File: config.mk
export PLATFORM = sky130hd
export DESIGN_NAME = pducfg_handler
export DESIGN_NICKNAME = d
export VERILOG_FILES = /design/src/verilog/pducfg_pkg.sv /design/src/verilog/pducfg_sync.sv /design/src/verilog/pducfg_tick.sv /design/src/verilog/pducfg_handler.sv
export SDC_FILE = /design/constraint.sdc
export NUM_CORES = 2
export LEC_CHECK = 0
export BUFFER_PORTS_ARGS = -buffer_cell sky130_fd_sc_hd__buf_2
export CORE_ASPECT_RATIO = 0.6
export CORE_MARGIN = 1.5
export CORE_UTILIZATION = 45
export CTS_BUF_LIST = sky130_fd_sc_hd__clkbuf_4
export DETAILED_ROUTE_END_ITERATION = 7
export PLACE_DENSITY = 0.57
export SLEW_MARGIN = 20
export SYNTH_ARGS = -nofsm -noshare
export SYNTH_HDL_FRONTEND = slang
export SYNTH_HIERARCHICAL = 1
export SYNTH_SLANG_ARGS = --single-unit
File: constraint.sdc
create_clock -name clk_sys_i -period 7 [get_ports clk_sys_i]
set_clock_uncertainty 0.05 [all_clocks]
set_input_delay 1.4 -clock clk_sys_i [delete_from_list [all_inputs] [get_ports clk_sys_i]]
set_output_delay 1.4 -clock clk_sys_i [all_outputs]
set_load 0.03 [all_outputs]
File: src/verilog/pducfg_pkg.sv
// Shared constants and state enumerations for the configuration message handler
package pducfg_pkg;
   localparam int CLK_HZ = 50_000_000;
   localparam int MS_PER_S = 1000;
   localparam int CYC_PER_MS = CLK_HZ / MS_PER_S;
   localparam int STEP_DELAY_MAX_MS = 5000;
   localparam int NUM_OUT = 8;
   localparam int MSG_BUF = 35;
   localparam logic [7:0] OP_SET_GROUP = 8'h92;
   localparam logic [7:0] OP_GROUP_ACK = 8'h93;
   localparam logic [7:0] OP_STARTUP = 8'h94;
   localparam logic [7:0] OP_STARTUP_ACK = 8'h95;
   localparam logic [7:0] OP_INPUT = 8'h96;
   localparam logic [7:0] OP_INPUT_ACK = 8'h97;
   localparam logic [7:0] OP_ADDR = 8'h98;
   localparam logic [7:0] OP_ADDR_ACK = 8'h99;
   localparam logic [7:0] OP_CFG_REQ = 8'h9a;
   localparam logic [7:0] OP_CFG_RSP = 8'h9b;
   localparam logic [15:0] LEN_MIN = 16'h0003;
   localparam logic [15:0] LEN_GROUP = 16'h000c;
   localparam logic [15:0] LEN_STARTUP = 16'h001b;
   localparam logic [15:0] LEN_INPUT = 16'h0023;
   localparam logic [15:0] LEN_ADDR = 16'h000c;
   localparam logic [15:0] LEN_CFG_REQ = 16'h0003;
   localparam logic [6:0] LEN_ACK = 7'h04;
   localparam logic [6:0] LEN_CFG_RSP = 7'h7d;
   localparam logic [7:0] ST_ACK = 8'h00;
   localparam logic [7:0] ST_NACK = 8'h01;
   localparam logic [7:0] ST_WP = 8'h02;
   localparam logic [7:0] SEL_TERM = 8'h00;
   localparam logic [7:0] GRP_NONE = 8'hff;
   localparam logic [7:0] MODE_STATIC = 8'h01;
   // Byte positions inside received messages
   localparam int F_GRP_ID = 3;
   localparam int F_GRP_CH = 4;
   localparam int F_DCI_ST = 11;
   localparam int F_POR_DLY = 11;
   localparam int F_DCI_DLY = 19;
   // Byte positions inside the readback reply
   localparam int R_IP = 4;
   localparam int R_MASK = 8;
   localparam int R_MODE = 12;
   localparam int R_GRP = 61;
   localparam int R_POR_SEL = 69;
   localparam int R_POR_DLY = 77;
   localparam int R_DCI_SEL = 93;
   localparam int R_DCI_ST = 101;
   localparam int R_DCI_DLY = 109;
   // Wishbone register byte addresses
   localparam logic [7:0] ADR_CTRL = 8'h00;
   localparam logic [7:0] ADR_STATUS = 8'h04;
   localparam logic [7:0] ADR_IP = 8'h08;
   localparam logic [7:0] ADR_MASK = 8'h0c;
   localparam int CTRL_START_BIT = 0;
   localparam logic [31:0] RST_IP = 32'h0000_0000;
   localparam logic [31:0] RST_MASK = 32'h0000_0000;
   localparam logic [7:0] RST_MODE = 8'h00;
   typedef enum logic {R_RX, R_TX} pducfg_rx_t;
   typedef enum logic {Q_IDLE, Q_WAIT} pducfg_seq_t;
endpackage : pducfg_pkg

File: src/verilog/pducfg_sync.sv
// Two-flop synchroniser for asynchronous pin inputs
`timescale 1ns/1ps
module pducfg_sync #(
   parameter int W = 1
) (
   input wire logic clk_sys_i,
   input wire logic nrst_i,
   input wire logic [W-1:0] d_i,
   output logic [W-1:0] q_o
);
   logic [W-1:0] meta_q;
   if (W < 1) $error("pducfg_sync: width below one");
   always_ff @(posedge clk_sys_i)
   begin
      if (!nrst_i)
      begin
         meta_q <= '0;
         q_o <= '0;
      end
      else
      begin
         meta_q <= d_i;
         q_o <= meta_q;
      end
   end
endmodule : pducfg_sync

File: src/verilog/pducfg_tick.sv
// Millisecond enable divider, restartable so step delays start on a clean phase
`timescale 1ns/1ps
module pducfg_tick #(
   parameter int DIV = 50000
) (
   input wire logic clk_sys_i,
   input wire logic nrst_i,
   input wire logic clr_i,
   output logic tick_o
);
   logic [31:0] cnt_q;
   if (DIV < 2) $error("pducfg_tick: divider below two");
   always_ff @(posedge clk_sys_i)
   begin
      if (!nrst_i || clr_i)
      begin
         cnt_q <= '0;
         tick_o <= 1'b0;
      end
      else if (cnt_q == 32'(DIV - 1))
      begin
         cnt_q <= '0;
         tick_o <= 1'b1;
      end
      else
      begin
         cnt_q <= cnt_q + 32'd1;
         tick_o <= 1'b0;
      end
   end
endmodule : pducfg_tick

File: src/verilog/pducfg_handler.sv
// Configuration message handler: parser, acknowledge replies, store, sequencer, Wishbone
// Operation
// RULE1: opcode byte then length counting whole message
// RULE2: group assignment answered 0x93, length four
// RULE3: startup macro 0x94 stores power-up list
// RULE4: eight selectors paired with eight delays
// RULE5: selectors 1-8 outputs, 129-136 groups, zero ends
// RULE6: repeated startup channel acts first time only
// RULE7: startup waits paired delay before each enable
// RULE8: input macro 0x96 runs on wake short
// RULE9: input macro walks selectors in order
// RULE10: state entry zero off, one on
// RULE11: input step waits its paired delay
// RULE12: replies 0x95/0x97/0x99 with ack, nack, protected
// RULE13: address message sets mode and address
// RULE14: mode zero dynamic, one static
// RULE15: address then mask, any value taken
// RULE16: readback returns whole stored configuration
// RULE17: readback 0x9a answered 0x9b, length 125
// RULE18: programmable output to group table
// RULE19: wrong length gets nack, nothing stored
`timescale 1ns/1ps
module pducfg_handler #(
   parameter int CYC_PER_MS = pducfg_pkg::CYC_PER_MS
) (
   input wire logic clk_sys_i,
   input wire logic nrst_i,
   input wire logic rx_valid_i,
   input wire logic [7:0] rx_data_i,
   output logic rx_ready_o,
   output logic tx_valid_o,
   output logic [7:0] tx_data_o,
   input wire logic tx_ready_i,
   input wire logic wake_discrete_input_i,
   input wire logic write_protect_i,
   output logic [7:0] out_en_o,
   input wire logic wb_cyc_i,
   input wire logic wb_stb_i,
   input wire logic wb_we_i,
   input wire logic [7:0] wb_adr_i,
   input wire logic [3:0] wb_sel_i,
   input wire logic [31:0] wb_dat_i,
   output logic [31:0] wb_dat_o,
   output logic wb_ack_o
);
   if (CYC_PER_MS < 2) $error("pducfg_handler: CYC_PER_MS below two");

   typedef struct packed {
      pducfg_pkg::pducfg_rx_t st;
      logic rx_rdy;
      logic [15:0] cnt;
      logic [15:0] len;
      logic [34:0][7:0] mbuf;
      logic [6:0] tx_idx;
      logic [6:0] tx_len;
      logic tx_vld;
      logic [7:0] tx_dat;
      logic [7:0] rsp_op;
      logic [7:0] rsp_st;
      logic [7:0][7:0] grp;
      logic [7:0][7:0] por_sel;
      logic [7:0][15:0] por_dly;
      logic [7:0][7:0] dci_sel;
      logic [7:0][7:0] dci_st;
      logic [7:0][15:0] dci_dly;
      logic [31:0] ip;
      logic [31:0] mask;
      logic [7:0] mode;
      pducfg_pkg::pducfg_seq_t seq;
      logic seq_dci;
      logic [3:0] idx;
      logic [15:0] ms;
      logic [7:0] out;
      logic boot;
      logic wake_d;
      logic wb_ack;
      logic [31:0] wb_dat;
   } pducfg_state_t;

   pducfg_state_t s_q;
   pducfg_state_t s_d;
   logic [1:0] pins_s;
   logic wake_s;
   logic wp_s;
   logic tick;
   logic tick_clr;
   logic acc;
   logic done;
   logic ok_len;
   logic known;
   logic dup;
   logic seq_end;
   logic apply;
   logic req;
   logic grp_live;
   logic [7:0] op;
   logic [7:0] cur_sel;
   logic [15:0] cur_dly;
   logic [15:0] len_now;
   logic [15:0] exp_len;
   logic [34:0][7:0] b;
   logic [7:0][7:0] sel_in;

   pducfg_sync #(.W(2)) u_sync (
      .clk_sys_i(clk_sys_i),
      .nrst_i(nrst_i),
      .d_i({wake_discrete_input_i, write_protect_i}),
      .q_o(pins_s)
   );
   assign wake_s = pins_s[1];
   assign wp_s = pins_s[0];

   pducfg_tick #(.DIV(CYC_PER_MS)) u_tick (
      .clk_sys_i(clk_sys_i),
      .nrst_i(nrst_i),
      .clr_i(tick_clr),
      .tick_o(tick)
   );

   // Outputs named by selector: single output or every member of a group
   function automatic logic [7:0] targets(input logic [7:0] sel, input logic [7:0][7:0] grp);
      logic [7:0] t;
      t = '0;
      for (int k = 0; k < pducfg_pkg::NUM_OUT; k++)
      begin
         if (!sel[7] && sel[6:0] == 7'(k + 1))
            t[k] = 1'b1; // RULE5
         if (sel[7] && sel[6:0] >= 7'd1 && sel[6:0] <= 7'd8 && grp[k] == {1'b0, sel[6:0]})
            t[k] = 1'b1; // RULE18
      end
      return t;
   endfunction : targets

   // Reply byte n; readback layout is fixed, limit fields are not held here and read zero
   function automatic logic [7:0] resp_byte(input pducfg_state_t s, input logic [6:0] i);
      logic [7:0] r;
      int n;
      r = 8'h00;
      n = int'(i);
      if (n == 0) r = s.rsp_op;
      else if (n == 2) r = {1'b0, s.tx_len};
      else if (n == 3) r = s.rsp_st;
      else if (n >= pducfg_pkg::R_IP && n < pducfg_pkg::R_MASK) r = s.ip[8*(7-n) +: 8]; // RULE16
      else if (n >= pducfg_pkg::R_MASK && n < pducfg_pkg::R_MODE) r = s.mask[8*(11-n) +: 8];
      else if (n == pducfg_pkg::R_MODE) r = s.mode; // RULE17
      else if (n >= pducfg_pkg::R_GRP && n < pducfg_pkg::R_POR_SEL) r = s.grp[n-61];
      else if (n >= pducfg_pkg::R_POR_SEL && n < pducfg_pkg::R_POR_DLY) r = s.por_sel[n-69];
      else if (n >= pducfg_pkg::R_POR_DLY && n < pducfg_pkg::R_DCI_SEL)
         r = s.por_dly[(n-77)/2][8*(1-(n-77)%2) +: 8];
      else if (n >= pducfg_pkg::R_DCI_SEL && n < pducfg_pkg::R_DCI_ST) r = s.dci_sel[n-93];
      else if (n >= pducfg_pkg::R_DCI_ST && n < pducfg_pkg::R_DCI_DLY) r = s.dci_st[n-101];
      else if (n >= pducfg_pkg::R_DCI_DLY) r = s.dci_dly[(n-109)/2][8*(1-(n-109)%2) +: 8];
      return r;
   endfunction : resp_byte

   always_comb
   begin
      s_d = s_q;
      grp_live = 1'b1;
      acc = rx_valid_i && s_q.rx_rdy;
      b = s_q.mbuf;
      if (acc && s_q.cnt < 16'(pducfg_pkg::MSG_BUF))
         b[s_q.cnt[5:0]] = rx_data_i;
      op = b[0];
      sel_in = b[10:3];
      len_now = (s_q.cnt == 16'd2) ? {b[1], b[2]} : s_q.len; // RULE1
      done = acc && s_q.cnt >= 16'd2 &&
             (s_q.cnt + 16'd1) >= ((len_now < pducfg_pkg::LEN_MIN) ? pducfg_pkg::LEN_MIN : len_now);
      known = 1'b1;
      case (op)
         pducfg_pkg::OP_SET_GROUP: exp_len = pducfg_pkg::LEN_GROUP;
         pducfg_pkg::OP_STARTUP: exp_len = pducfg_pkg::LEN_STARTUP;
         pducfg_pkg::OP_INPUT: exp_len = pducfg_pkg::LEN_INPUT;
         pducfg_pkg::OP_ADDR: exp_len = pducfg_pkg::LEN_ADDR;
         pducfg_pkg::OP_CFG_REQ: exp_len = pducfg_pkg::LEN_CFG_REQ;
         default:
         begin
            exp_len = 16'h0000;
            known = 1'b0;
         end
      endcase
      ok_len = known && len_now == exp_len;
      // Receive side
      if (acc)
      begin
         s_d.mbuf = b;
         s_d.cnt = s_q.cnt + 16'd1;
         s_d.len = len_now;
      end
      if (done)
      begin
         s_d.st = pducfg_pkg::R_TX;
         s_d.rx_rdy = 1'b0;
         s_d.tx_vld = 1'b1;
         s_d.tx_idx = '0;
         s_d.tx_len = pducfg_pkg::LEN_ACK;
         s_d.cnt = '0;
         s_d.rsp_op = op + 8'h01; // RULE12
         s_d.tx_dat = op + 8'h01;
         s_d.rsp_st = pducfg_pkg::ST_ACK;
         if (!ok_len)
            s_d.rsp_st = pducfg_pkg::ST_NACK; // RULE19
         else
         begin
            case (op)
               pducfg_pkg::OP_SET_GROUP:
               begin
                  if (b[3] >= 8'd1 && b[3] <= 8'd8)
                  begin
                     // Applied even when protected; only persistence is lost
                     for (int k = 0; k < 8; k++)
                        if (s_q.grp[k] == b[pducfg_pkg::F_GRP_ID])
                           s_d.grp[k] = pducfg_pkg::GRP_NONE; // RULE18
                     for (int j = 0; j < 8; j++)
                     begin
                        // List ends at its first zero, later entries ignored
                        if (b[pducfg_pkg::F_GRP_CH+j] == 8'h00)
                           grp_live = 1'b0;
                        if (grp_live && b[pducfg_pkg::F_GRP_CH+j] <= 8'd8)
                           s_d.grp[3'(b[pducfg_pkg::F_GRP_CH+j] - 8'd1)] = b[3];
                     end
                     s_d.rsp_st = wp_s ? pducfg_pkg::ST_WP : pducfg_pkg::ST_ACK; // RULE2
                  end
                  else
                     s_d.rsp_st = pducfg_pkg::ST_NACK;
               end
               pducfg_pkg::OP_STARTUP:
               begin
                  if (wp_s)
                     s_d.rsp_st = pducfg_pkg::ST_WP; // RULE12
                  else
                  begin
                     s_d.por_sel = sel_in; // RULE3
                     for (int j = 0; j < 8; j++)
                        s_d.por_dly[j] = {b[pducfg_pkg::F_POR_DLY+2*j], b[12+2*j]}; // RULE4
                  end
               end
               pducfg_pkg::OP_INPUT:
               begin
                  if (wp_s)
                     s_d.rsp_st = pducfg_pkg::ST_WP;
                  else
                  begin
                     s_d.dci_sel = sel_in; // RULE8
                     s_d.dci_st = b[18:11]; // RULE10
                     for (int j = 0; j < 8; j++)
                        s_d.dci_dly[j] = {b[pducfg_pkg::F_DCI_DLY+2*j], b[20+2*j]}; // RULE11
                  end
               end
               pducfg_pkg::OP_ADDR:
               begin
                  if (b[3] > pducfg_pkg::MODE_STATIC)
                     s_d.rsp_st = pducfg_pkg::ST_NACK; // RULE14
                  else if (wp_s)
                     s_d.rsp_st = pducfg_pkg::ST_WP;
                  else
                  begin
                     s_d.mode = b[3]; // RULE13
                     s_d.ip = {b[4], b[5], b[6], b[7]}; // RULE15
                     s_d.mask = {b[8], b[9], b[10], b[11]};
                  end
               end
               default:
                  s_d.tx_len = pducfg_pkg::LEN_CFG_RSP; // RULE17
            endcase
         end
      end
      // Transmit side holds each byte until taken
      if (s_q.st == pducfg_pkg::R_TX && tx_ready_i)
      begin
         if (s_q.tx_idx + 7'd1 == s_q.tx_len)
         begin
            s_d.st = pducfg_pkg::R_RX;
            s_d.tx_vld = 1'b0;
            s_d.rx_rdy = 1'b1;
         end
         else
         begin
            s_d.tx_idx = s_q.tx_idx + 7'd1;
            s_d.tx_dat = resp_byte(s_q, s_q.tx_idx + 7'd1); // RULE16
         end
      end
      // Sequencer
      cur_sel = s_q.seq_dci ? s_q.dci_sel[s_q.idx[2:0]] : s_q.por_sel[s_q.idx[2:0]];
      cur_dly = s_q.seq_dci ? s_q.dci_dly[s_q.idx[2:0]] : s_q.por_dly[s_q.idx[2:0]];
      seq_end = s_q.idx[3] || cur_sel == pducfg_pkg::SEL_TERM; // RULE5
      dup = 1'b0;
      for (int j = 0; j < 8; j++)
         if (j < int'(s_q.idx) && s_q.por_sel[j] == cur_sel)
            dup = 1'b1; // RULE6
      apply = s_q.seq == pducfg_pkg::Q_WAIT && !seq_end &&
              ((dup && !s_q.seq_dci) || s_q.ms >= cur_dly); // RULE7
      tick_clr = s_q.seq == pducfg_pkg::Q_IDLE || apply;
      req = wb_cyc_i && wb_stb_i && !s_q.wb_ack;
      s_d.wake_d = wake_s;
      case (s_q.seq)
         pducfg_pkg::Q_IDLE:
         begin
            // A wake edge during a running sequence is not queued
            if (s_q.boot || (req && wb_we_i && wb_adr_i == pducfg_pkg::ADR_CTRL && wb_sel_i[0] &&
                wb_dat_i[pducfg_pkg::CTRL_START_BIT]))
            begin
               s_d.seq = pducfg_pkg::Q_WAIT;
               s_d.seq_dci = 1'b0;
               s_d.idx = '0;
               s_d.ms = '0;
               s_d.boot = 1'b0;
            end
            else if (wake_s && !s_q.wake_d)
            begin
               s_d.seq = pducfg_pkg::Q_WAIT; // RULE8
               s_d.seq_dci = 1'b1;
               s_d.idx = '0;
               s_d.ms = '0;
            end
         end
         pducfg_pkg::Q_WAIT:
         begin
            if (seq_end)
               s_d.seq = pducfg_pkg::Q_IDLE;
            else if (apply)
            begin
               if (!s_q.seq_dci)
                  s_d.out = s_q.out | targets(cur_sel, s_q.grp); // RULE7
               else if (s_q.dci_st[s_q.idx[2:0]] == 8'h01)
                  s_d.out = s_q.out | targets(cur_sel, s_q.grp); // RULE10
               else if (s_q.dci_st[s_q.idx[2:0]] == 8'h00)
                  s_d.out = s_q.out & ~targets(cur_sel, s_q.grp);
               s_d.idx = s_q.idx + 4'd1; // RULE9
               s_d.ms = '0;
            end
            else if (tick && s_q.ms != 16'hffff)
               s_d.ms = s_q.ms + 16'd1; // RULE11
         end
         default:
            s_d.seq = pducfg_pkg::Q_IDLE;
      endcase
      // Wishbone slave, one wait state, unmapped reads return zero
      s_d.wb_ack = req;
      if (req)
      begin
         case (wb_adr_i)
            pducfg_pkg::ADR_STATUS:
               s_d.wb_dat = {14'h0000, wp_s, s_q.seq != pducfg_pkg::Q_IDLE, s_q.mode, s_q.out};
            pducfg_pkg::ADR_IP: s_d.wb_dat = s_q.ip;
            pducfg_pkg::ADR_MASK: s_d.wb_dat = s_q.mask;
            default: s_d.wb_dat = 32'h0000_0000;
         endcase
      end
      if (!nrst_i)
      begin
         s_d = '0;
         s_d.rx_rdy = 1'b1;
         s_d.boot = 1'b1;
         s_d.grp = {8{pducfg_pkg::GRP_NONE}};
         s_d.ip = pducfg_pkg::RST_IP;
         s_d.mask = pducfg_pkg::RST_MASK;
         s_d.mode = pducfg_pkg::RST_MODE;
      end
   end

   always_ff @(posedge clk_sys_i)
   begin
      s_q <= s_d;
   end

   assign rx_ready_o = s_q.rx_rdy;
   assign tx_valid_o = s_q.tx_vld;
   assign tx_data_o = s_q.tx_dat;
   assign out_en_o = s_q.out;
   assign wb_dat_o = s_q.wb_dat;
   assign wb_ack_o = s_q.wb_ack;
endmodule : pducfg_handler

# == Word level (Yosys, flattened, before mapping) ==
# Cells that the tools add are included.
# word_totals
input_bits,61
output_inout_bits,51
regBits,1039
# op_classes
n_lt_le_gt_ge,66
n_mux,376
eq_ne,54
bitwise,11
shift,4
n_addsub,26
reduce_logical,107
# ops
cell,n
64-bit two-way mux,38
8-bit two-way mux,80
623-bit two-way mux,1
584-bit two-way mux,1
64-bit bitwise mux,8
256-bit two-way mux,2
192-bit two-way mux,2
312-bit two-way mux,1
280-bit bitwise mux,1
280-bit two-way mux,1
72-bit two-way mux,3
16-bit binary-select mux with 3-bit select,4
8-bit demux with 3-bit select,8
1-bit two-way mux,188
16-bit two-way mux,11
8-bit binary-select mux with 3-bit select,7
8-bit == test,16
32-bit case mux with 3 select lines,1
8-bit logical NOT,11
"8-bit by 4-bit <= comparator with 1-bit output, second input constant",9
1-bit logical AND,68
32-bit by 1-bit adder with 32-bit output,2
8-bit by 7-bit == test with 1-bit output,8
"32-bit by 5-bit < comparator with 1-bit output, second input constant",2
other kinds (80),171

# == Depth between registers and ports, before layout ==
# depth
depth_word,63
depth_mapped,26
depth_no_buf,20

# == Hierarchy ==
# The synthesis kept the hierarchy.
# by_module_without_submodules
module,cells_per_inst,area_per_inst_um2,seq_area_each_um2,instances
pducfg_handler,5916,53503.8,19839.0,1
pducfg_tick,194,1674.1,660.6,1
pducfg_sync,8,105.1,80.1,1

# == Worst setup path before layout ==
# Ideal clock, no wire load.
# synth_path
path_kind,reg-to-reg
start,register s_q[59] (netlist name)
end,register u_tick.cnt_q[17]
path_slack_ps,572
stages_incl_launch_ff,25
t_arrival_ps,6308
path_buffers,8
setup_time_ps,70
period_less_slack_ps,6428
path_cell_list,dfxtp_1 -> clkbuf_1 -> clkbuf_1 -> buf_2 -> buf_1 -> clkbuf_1 -> buf_1 -> buf_1 -> mux4_2 -> a22oi_1 -> nand2_1 -> ha_1 -> nand2b_1 -> a21o_1 -> a21o_1 -> a21o_1 -> a21o_1 -> a2111oi_0 -> o21a_1 -> a21boi_1 -> nand2b_1 -> nor2b_1 -> o21ai_2 -> buf_4 -> a21oi_1
# synth_via
elab_chain_cells,19
word_cells_on_any_way,53
# synth_rtl
element,line,rtl
from (decl),pducfg_handler.sv:80,pducfg_state_t s_q;
from (signal assigned),pducfg_handler.sv:364,s_q <= s_d;
8-bit binary-select mux with 3-bit select,pducfg_handler.sv:284,cur_sel = s_q.seq_dci ? s_q.dci_sel[s_q.idx[2:0]] : s_q.por_sel[s_q.idx[2:0]];
8-bit two-way mux (implied by the code),pducfg_handler.sv:284,
8-bit two-way mux,pducfg_handler.sv:284,
8-bit == test,pducfg_handler.sv:289,if (j < int'(s_q.idx) && s_q.por_sel[j] == cur_sel)
1-bit logical AND,pducfg_handler.sv:289,
1-bit two-way mux (8 in a row),pducfg_handler.sv:289,
1-bit logical AND,pducfg_handler.sv:292,((dup && !s_q.seq_dci) || s_q.ms >= cur_dly);
1-bit logical OR,pducfg_handler.sv:292,
1-bit logical AND (*),pducfg_handler.sv:291,apply = s_q.seq == pducfg_pkg::Q_WAIT && !seq_end &&
1-bit logical OR (*),pducfg_handler.sv:293,tick_clr = s_q.seq == pducfg_pkg::Q_IDLE || apply;
via tick_clr,pducfg_handler.sv:86,logic tick_clr;
1-bit logical OR (*),pducfg_tick.sv:15,if (!nrst_i || clr_i)
2-bit OR reduction (no line) (*),-,
to (signal assigned),pducfg_tick.sv:27,cnt_q <= cnt_q + 32'd1;
to (decl),pducfg_tick.sv:11,logic [31:0] cnt_q;
# The timed path passes the listed nets; every way through them passes the cells marked *. The select of a mux whose other input is x is not followed.
# A chain may end at the register's enable or synchronous reset.

# == Worst setup path after layout ==
# layout_path
start,register s_q (netlist bit rx_ready_o)
end,register s_q[254] (netlist name)
# layout_via
elab_chain_cells,9
word_cells_on_any_way,21
# layout_rtl
element,line,rtl
1-bit logical AND (*),pducfg_handler.sv:160,acc = rx_valid_i && s_q.rx_rdy;
1-bit logical AND,pducfg_handler.sv:162,if (acc && s_q.cnt < 16'(pducfg_pkg::MSG_BUF))
280-bit two-way mux,pducfg_handler.sv:162,
16-bit two-way mux or 8-bit == test (tied branches),"pducfg_handler.sv:166, pducfg_handler.sv:170",
16-bit by 2-bit < comparator with 1-bit output or 2-bit OR reduction (tied branches),-,
16-bit two-way mux or 6-bit case mux with 4 select lines (tied branches),"pducfg_handler.sv:168, pducfg_handler.sv:170",
16-bit >= comparator or 16-bit == test (tied branches),"pducfg_handler.sv:168, pducfg_handler.sv:182",
1-bit logical AND (on tied branches),"pducfg_handler.sv:167, pducfg_handler.sv:182",
4-bit AND reduction (no line),-,
# Every way passes the cells marked *; elsewhere a longest branch is shown, timed or not.

==> reports/metrics.yaml <==
status:
  status: "finished, final reports clean"
critical_path:
  critPathKind: "flip-flop to flip-flop"
  path_buf_inv: 4
  start_kind: "flip-flop"
  cpMostUsedCell: "buf_4"
  worst_setup_path_end_kind: "flip-flop"
  critPathRequiredTime_ns: 8.11
  cp.arrival_ns: 7.67
  slowest_stage: "dfxtp_1"
  crit_path_cell_trace: "buf_4 > nand2_1 > buf_4 > nor2_2 > nand2_4 > a21oi_1 > ha_1 > mux2i_1 > o31ai_1 > nor3b_1 > mux2i_1 > or4_4 > and4bb_4 > buf_12 > buf_4 > nor2_1 > a211oi_1"
  cpPeakStageDelay_ns: 0.87
  path_delay_family: "simple AND/OR/NAND/NOR gates"
  crit_fanout: 45
drt:
  drt_iter0_drc: 6634
  first_pass_iters: 8
  wl_mm: 215
  wl_per_cell_um: 27.0
  vias: 50100
  ant_nets: 0
  viasPerCell: 6.31
  drcViolationCount: 0
synth:
  ys_warn_count: 6
  synth_top_area_share: 0.372
  avgSynthCellArea_um2: 9.04
  synth_edf_count: 0
  yosysMostFrequentCell: "dfxtp_1"
  synthCells: 6118
  yosys-top-cells-area: "dfxtp_1 (37%), mux4_2 (7.4%), nor2_1 (6.8%), mux2i_1 (6.7%), a211oi_1 (5.1%)"
  synth_top_area_cell: "dfxtp_1"
  ys_seq_area_frac: 0.372
  yosysUniqueCellTypes: 116
  synthesis.nets: 6240
  synthFlopType: "dfxtp_1"
  syn_area_mm2: 0.0553
  async_flop_share: 0
  synth_seq_cells: 1028
  synthTopCellsByCount: "dfxtp_1 (1028), nor2_1 (1002), a211oi_1 (375)"
timing:
  finalSetupTns_ns: 0
  finalMaxSlewViolations: 0
  max_freq_ghz: 0.152
  post-route-period-util: 0.937
  final-setup-viol-count: 0
  final.min_clock_period_ns: 6.56
  hold_viol_final: 0
  worst-slew-pin-transition_ns: 1.30
  rsz0062_at_grt: "no"
  relSlewSlack: 0.132
cells_and_area:
  multiInputGateArea_mm2: 0.0320
  syn_to_final_growth_pct: 9.19
  fillers: 11800
  seqCellArea_mm2: 0.0206
  drive_above_1_share: 0.182
  finalNetCount: 6280
  post-route-util: 0.496
  finalNonFillerCells: 7935
floorplanning:
  start_util: 0.454
  fp-row-count: 99
  die_x_um: 455
  core_area_mm2: 0.122
  fp.dieH_um: 274
  io_pins: 112
  die_area_mm2: 0.125
clocking:
  htreeDepth: 5
  cts_sinks: 1028
  cts_tree: "done"
  hold_buffers: 0
  post_cts_buffers: 0
  clk_path_buf_depth: 4
  cts.clk_slew.worst_paths_ns: 0.06
  cts_root_buffer: "clkbuf_4"
  clock_latency_ns: 1.28
  cts.repair.resized: 0
  cts_buffers: 275
power:
  leakagePower_nw: 21.1
  clkPwrFrac: 0.433
  pwr-share-seq: 0.490
  switching_share: 0.273
  power_density_mw_per_mm2: 199
  p_int_mw: 8.75
  p_sw_mw: 3.29
  worst_ir_drop_vdd_mv: 0.170
  comb_power_share: 0.077
global_routing:
  grt_pass1_vias: 45400
  grt_pass1_wl_mm: 311
  grt_util_all_layers: 0.335
  grt_antenna_before_repair: 16
  grt_remaining_overflow: 0
  grt_max_degree: 169
placement:
  finalWeightedCongestion: 0.999
  dp_cells: 7497
  io_buffers: 77
  place_hpwl_mm: 159
flow_run:
  cap_viol_max_count: 0
hold_path:
  hold_class: "input port to flip-flop"
[per-stage QoR]
stage               setup WS (ns)  area (um2)  hold slack [ns]  power (mW)
floorplan                   0.572       55300            0.356        6.60
global placement            0.281       57200            0.376        6.92
detailed placement          0.229       57200            0.367        6.93
CTS                         0.654       60300            0.179        12.1
global route                0.217       60300            0.269        12.5
finish                      0.439       60400            0.293        12.0
[flip-flops by register name, summed over array words and instances, names as in the netlist, named ones only]
name,count
s_q,940
wb_dat_o,32
u_sync/meta_q,2
u_sync/q_o,2
u_tick/tick_o,1
tx_valid_o,1
u_tick/cnt_q,32
rx_ready_o,1
tx_data_o,8
wb_ack_o,1
[logic make-up (layout without fill, tap and decap cells)]
logic type      count (synthesis)  count (layout)  share of synthesized area
simple gates                 2161            2161                      0.184
compound gates               1421            1421                      0.187
flops                        1028            1028                      0.372
mux                           630             630                      0.157
buf+inv                       606             795                     0.0525
xor+xnor                      211             211                     0.0334
fa+ha+maj                      61              61                     0.0138
other cells                     0              12                          0
[layout make-up]
cell class	count	area share
multi-input combinational	4484	0.530
tap	1616	0.0335
antenna	12	0.000497
sequential	1028	0.341
clock buffer	368	0.0458
clock inverter	58	0.00585
timing repair buffer	303	0.0394
inverter	66	0.00427
[cell usage in the layout (no fill, tap or decap), types with 25 or more instances in the layout]
cell type / Yosys / final
a31oi_1: 42 / 42
mux2_2: 73 / 73
buf_2: 110 / 76
a21oi_1: 334 / 334
a211oi_1: 375 / 374
and3_1: 52 / 52
mux2i_1: 372 / 372
o21ai_0: 117 / 117
o21a_1: 33 / 33
clkinv_1: 7 / 51
buf_4: 84 / 203
nand4_1: 72 / 72
nand2b_1: 26 / 26
mux4_2: 181 / 181
nor2b_1: 26 / 25
clkbuf_4: 0 / 368
or4_1: 29 / 29
inv_1: 58 / 56
nand2_1: 369 / 369
and2_1: 46 / 46
o22ai_1: 30 / 30
nor3_1: 100 / 96
or2_0: 58 / 58
a221oi_1: 38 / 34
a22oi_1: 36 / 36
nand3_1: 140 / 138
a211oi_2: 100 / 101
ha_1: 61 / 61
or3_1: 38 / 38
dfxtp_1: 1028 / 1023
nor4_1: 83 / 80
nor2_1: 1002 / 998
xnor2_1: 126 / 124
xor2_1: 85 / 85
o31ai_1: 39 / 39
[worst reg2reg max path, delay by kind of cell (launching register included)]
kind	cells	cell delay, ns
buffers and inverters	4	1.30
adders and majority gates	1	0.52
and+or+nand+nor	7	2.04
DFF	1	0.87
AOI/OAI and AO/OA	3	1.39
muxes	2	0.30
[path summary, 6_finish.rpt]
check | start | endpoint | slack, ns | depth (start not counted)
setup / recovery | rx_ready_o | s_q[254] | 0.44 | 17
hold / removal | wake_discrete_input_i | u_sync/meta_q[1] | 0.29 | 2
setup reg to reg | rx_ready_o | s_q[254] | 0.44 | 17
hold reg to reg | u_sync/meta_q[0] | u_sync/q_o[0] | 0.39 | 1
[metal layers]
layer,track usage,wire length [um],vias to the layer above
met3,0.145,31800,320
met1,0.517,102000,24400
li1,-,-,22600
met4,0.0900,4290,4
met2,0.402,76000,2728
met5,0,26,-
[power groups by stage]
stage          clock [mW]  sequential (mW)  combinational, mW
3_3_place_gp            0             6.04              0.887
5_1_grt              5.62             5.90              0.975
2_1_floorplan           0             6.02              0.577
3_5_place_dp            0             6.04              0.891
4_1_cts              5.29             5.90              0.895
6_report             5.21             5.91              0.927
Note: power is estimated with default switching activity, not from simulation.
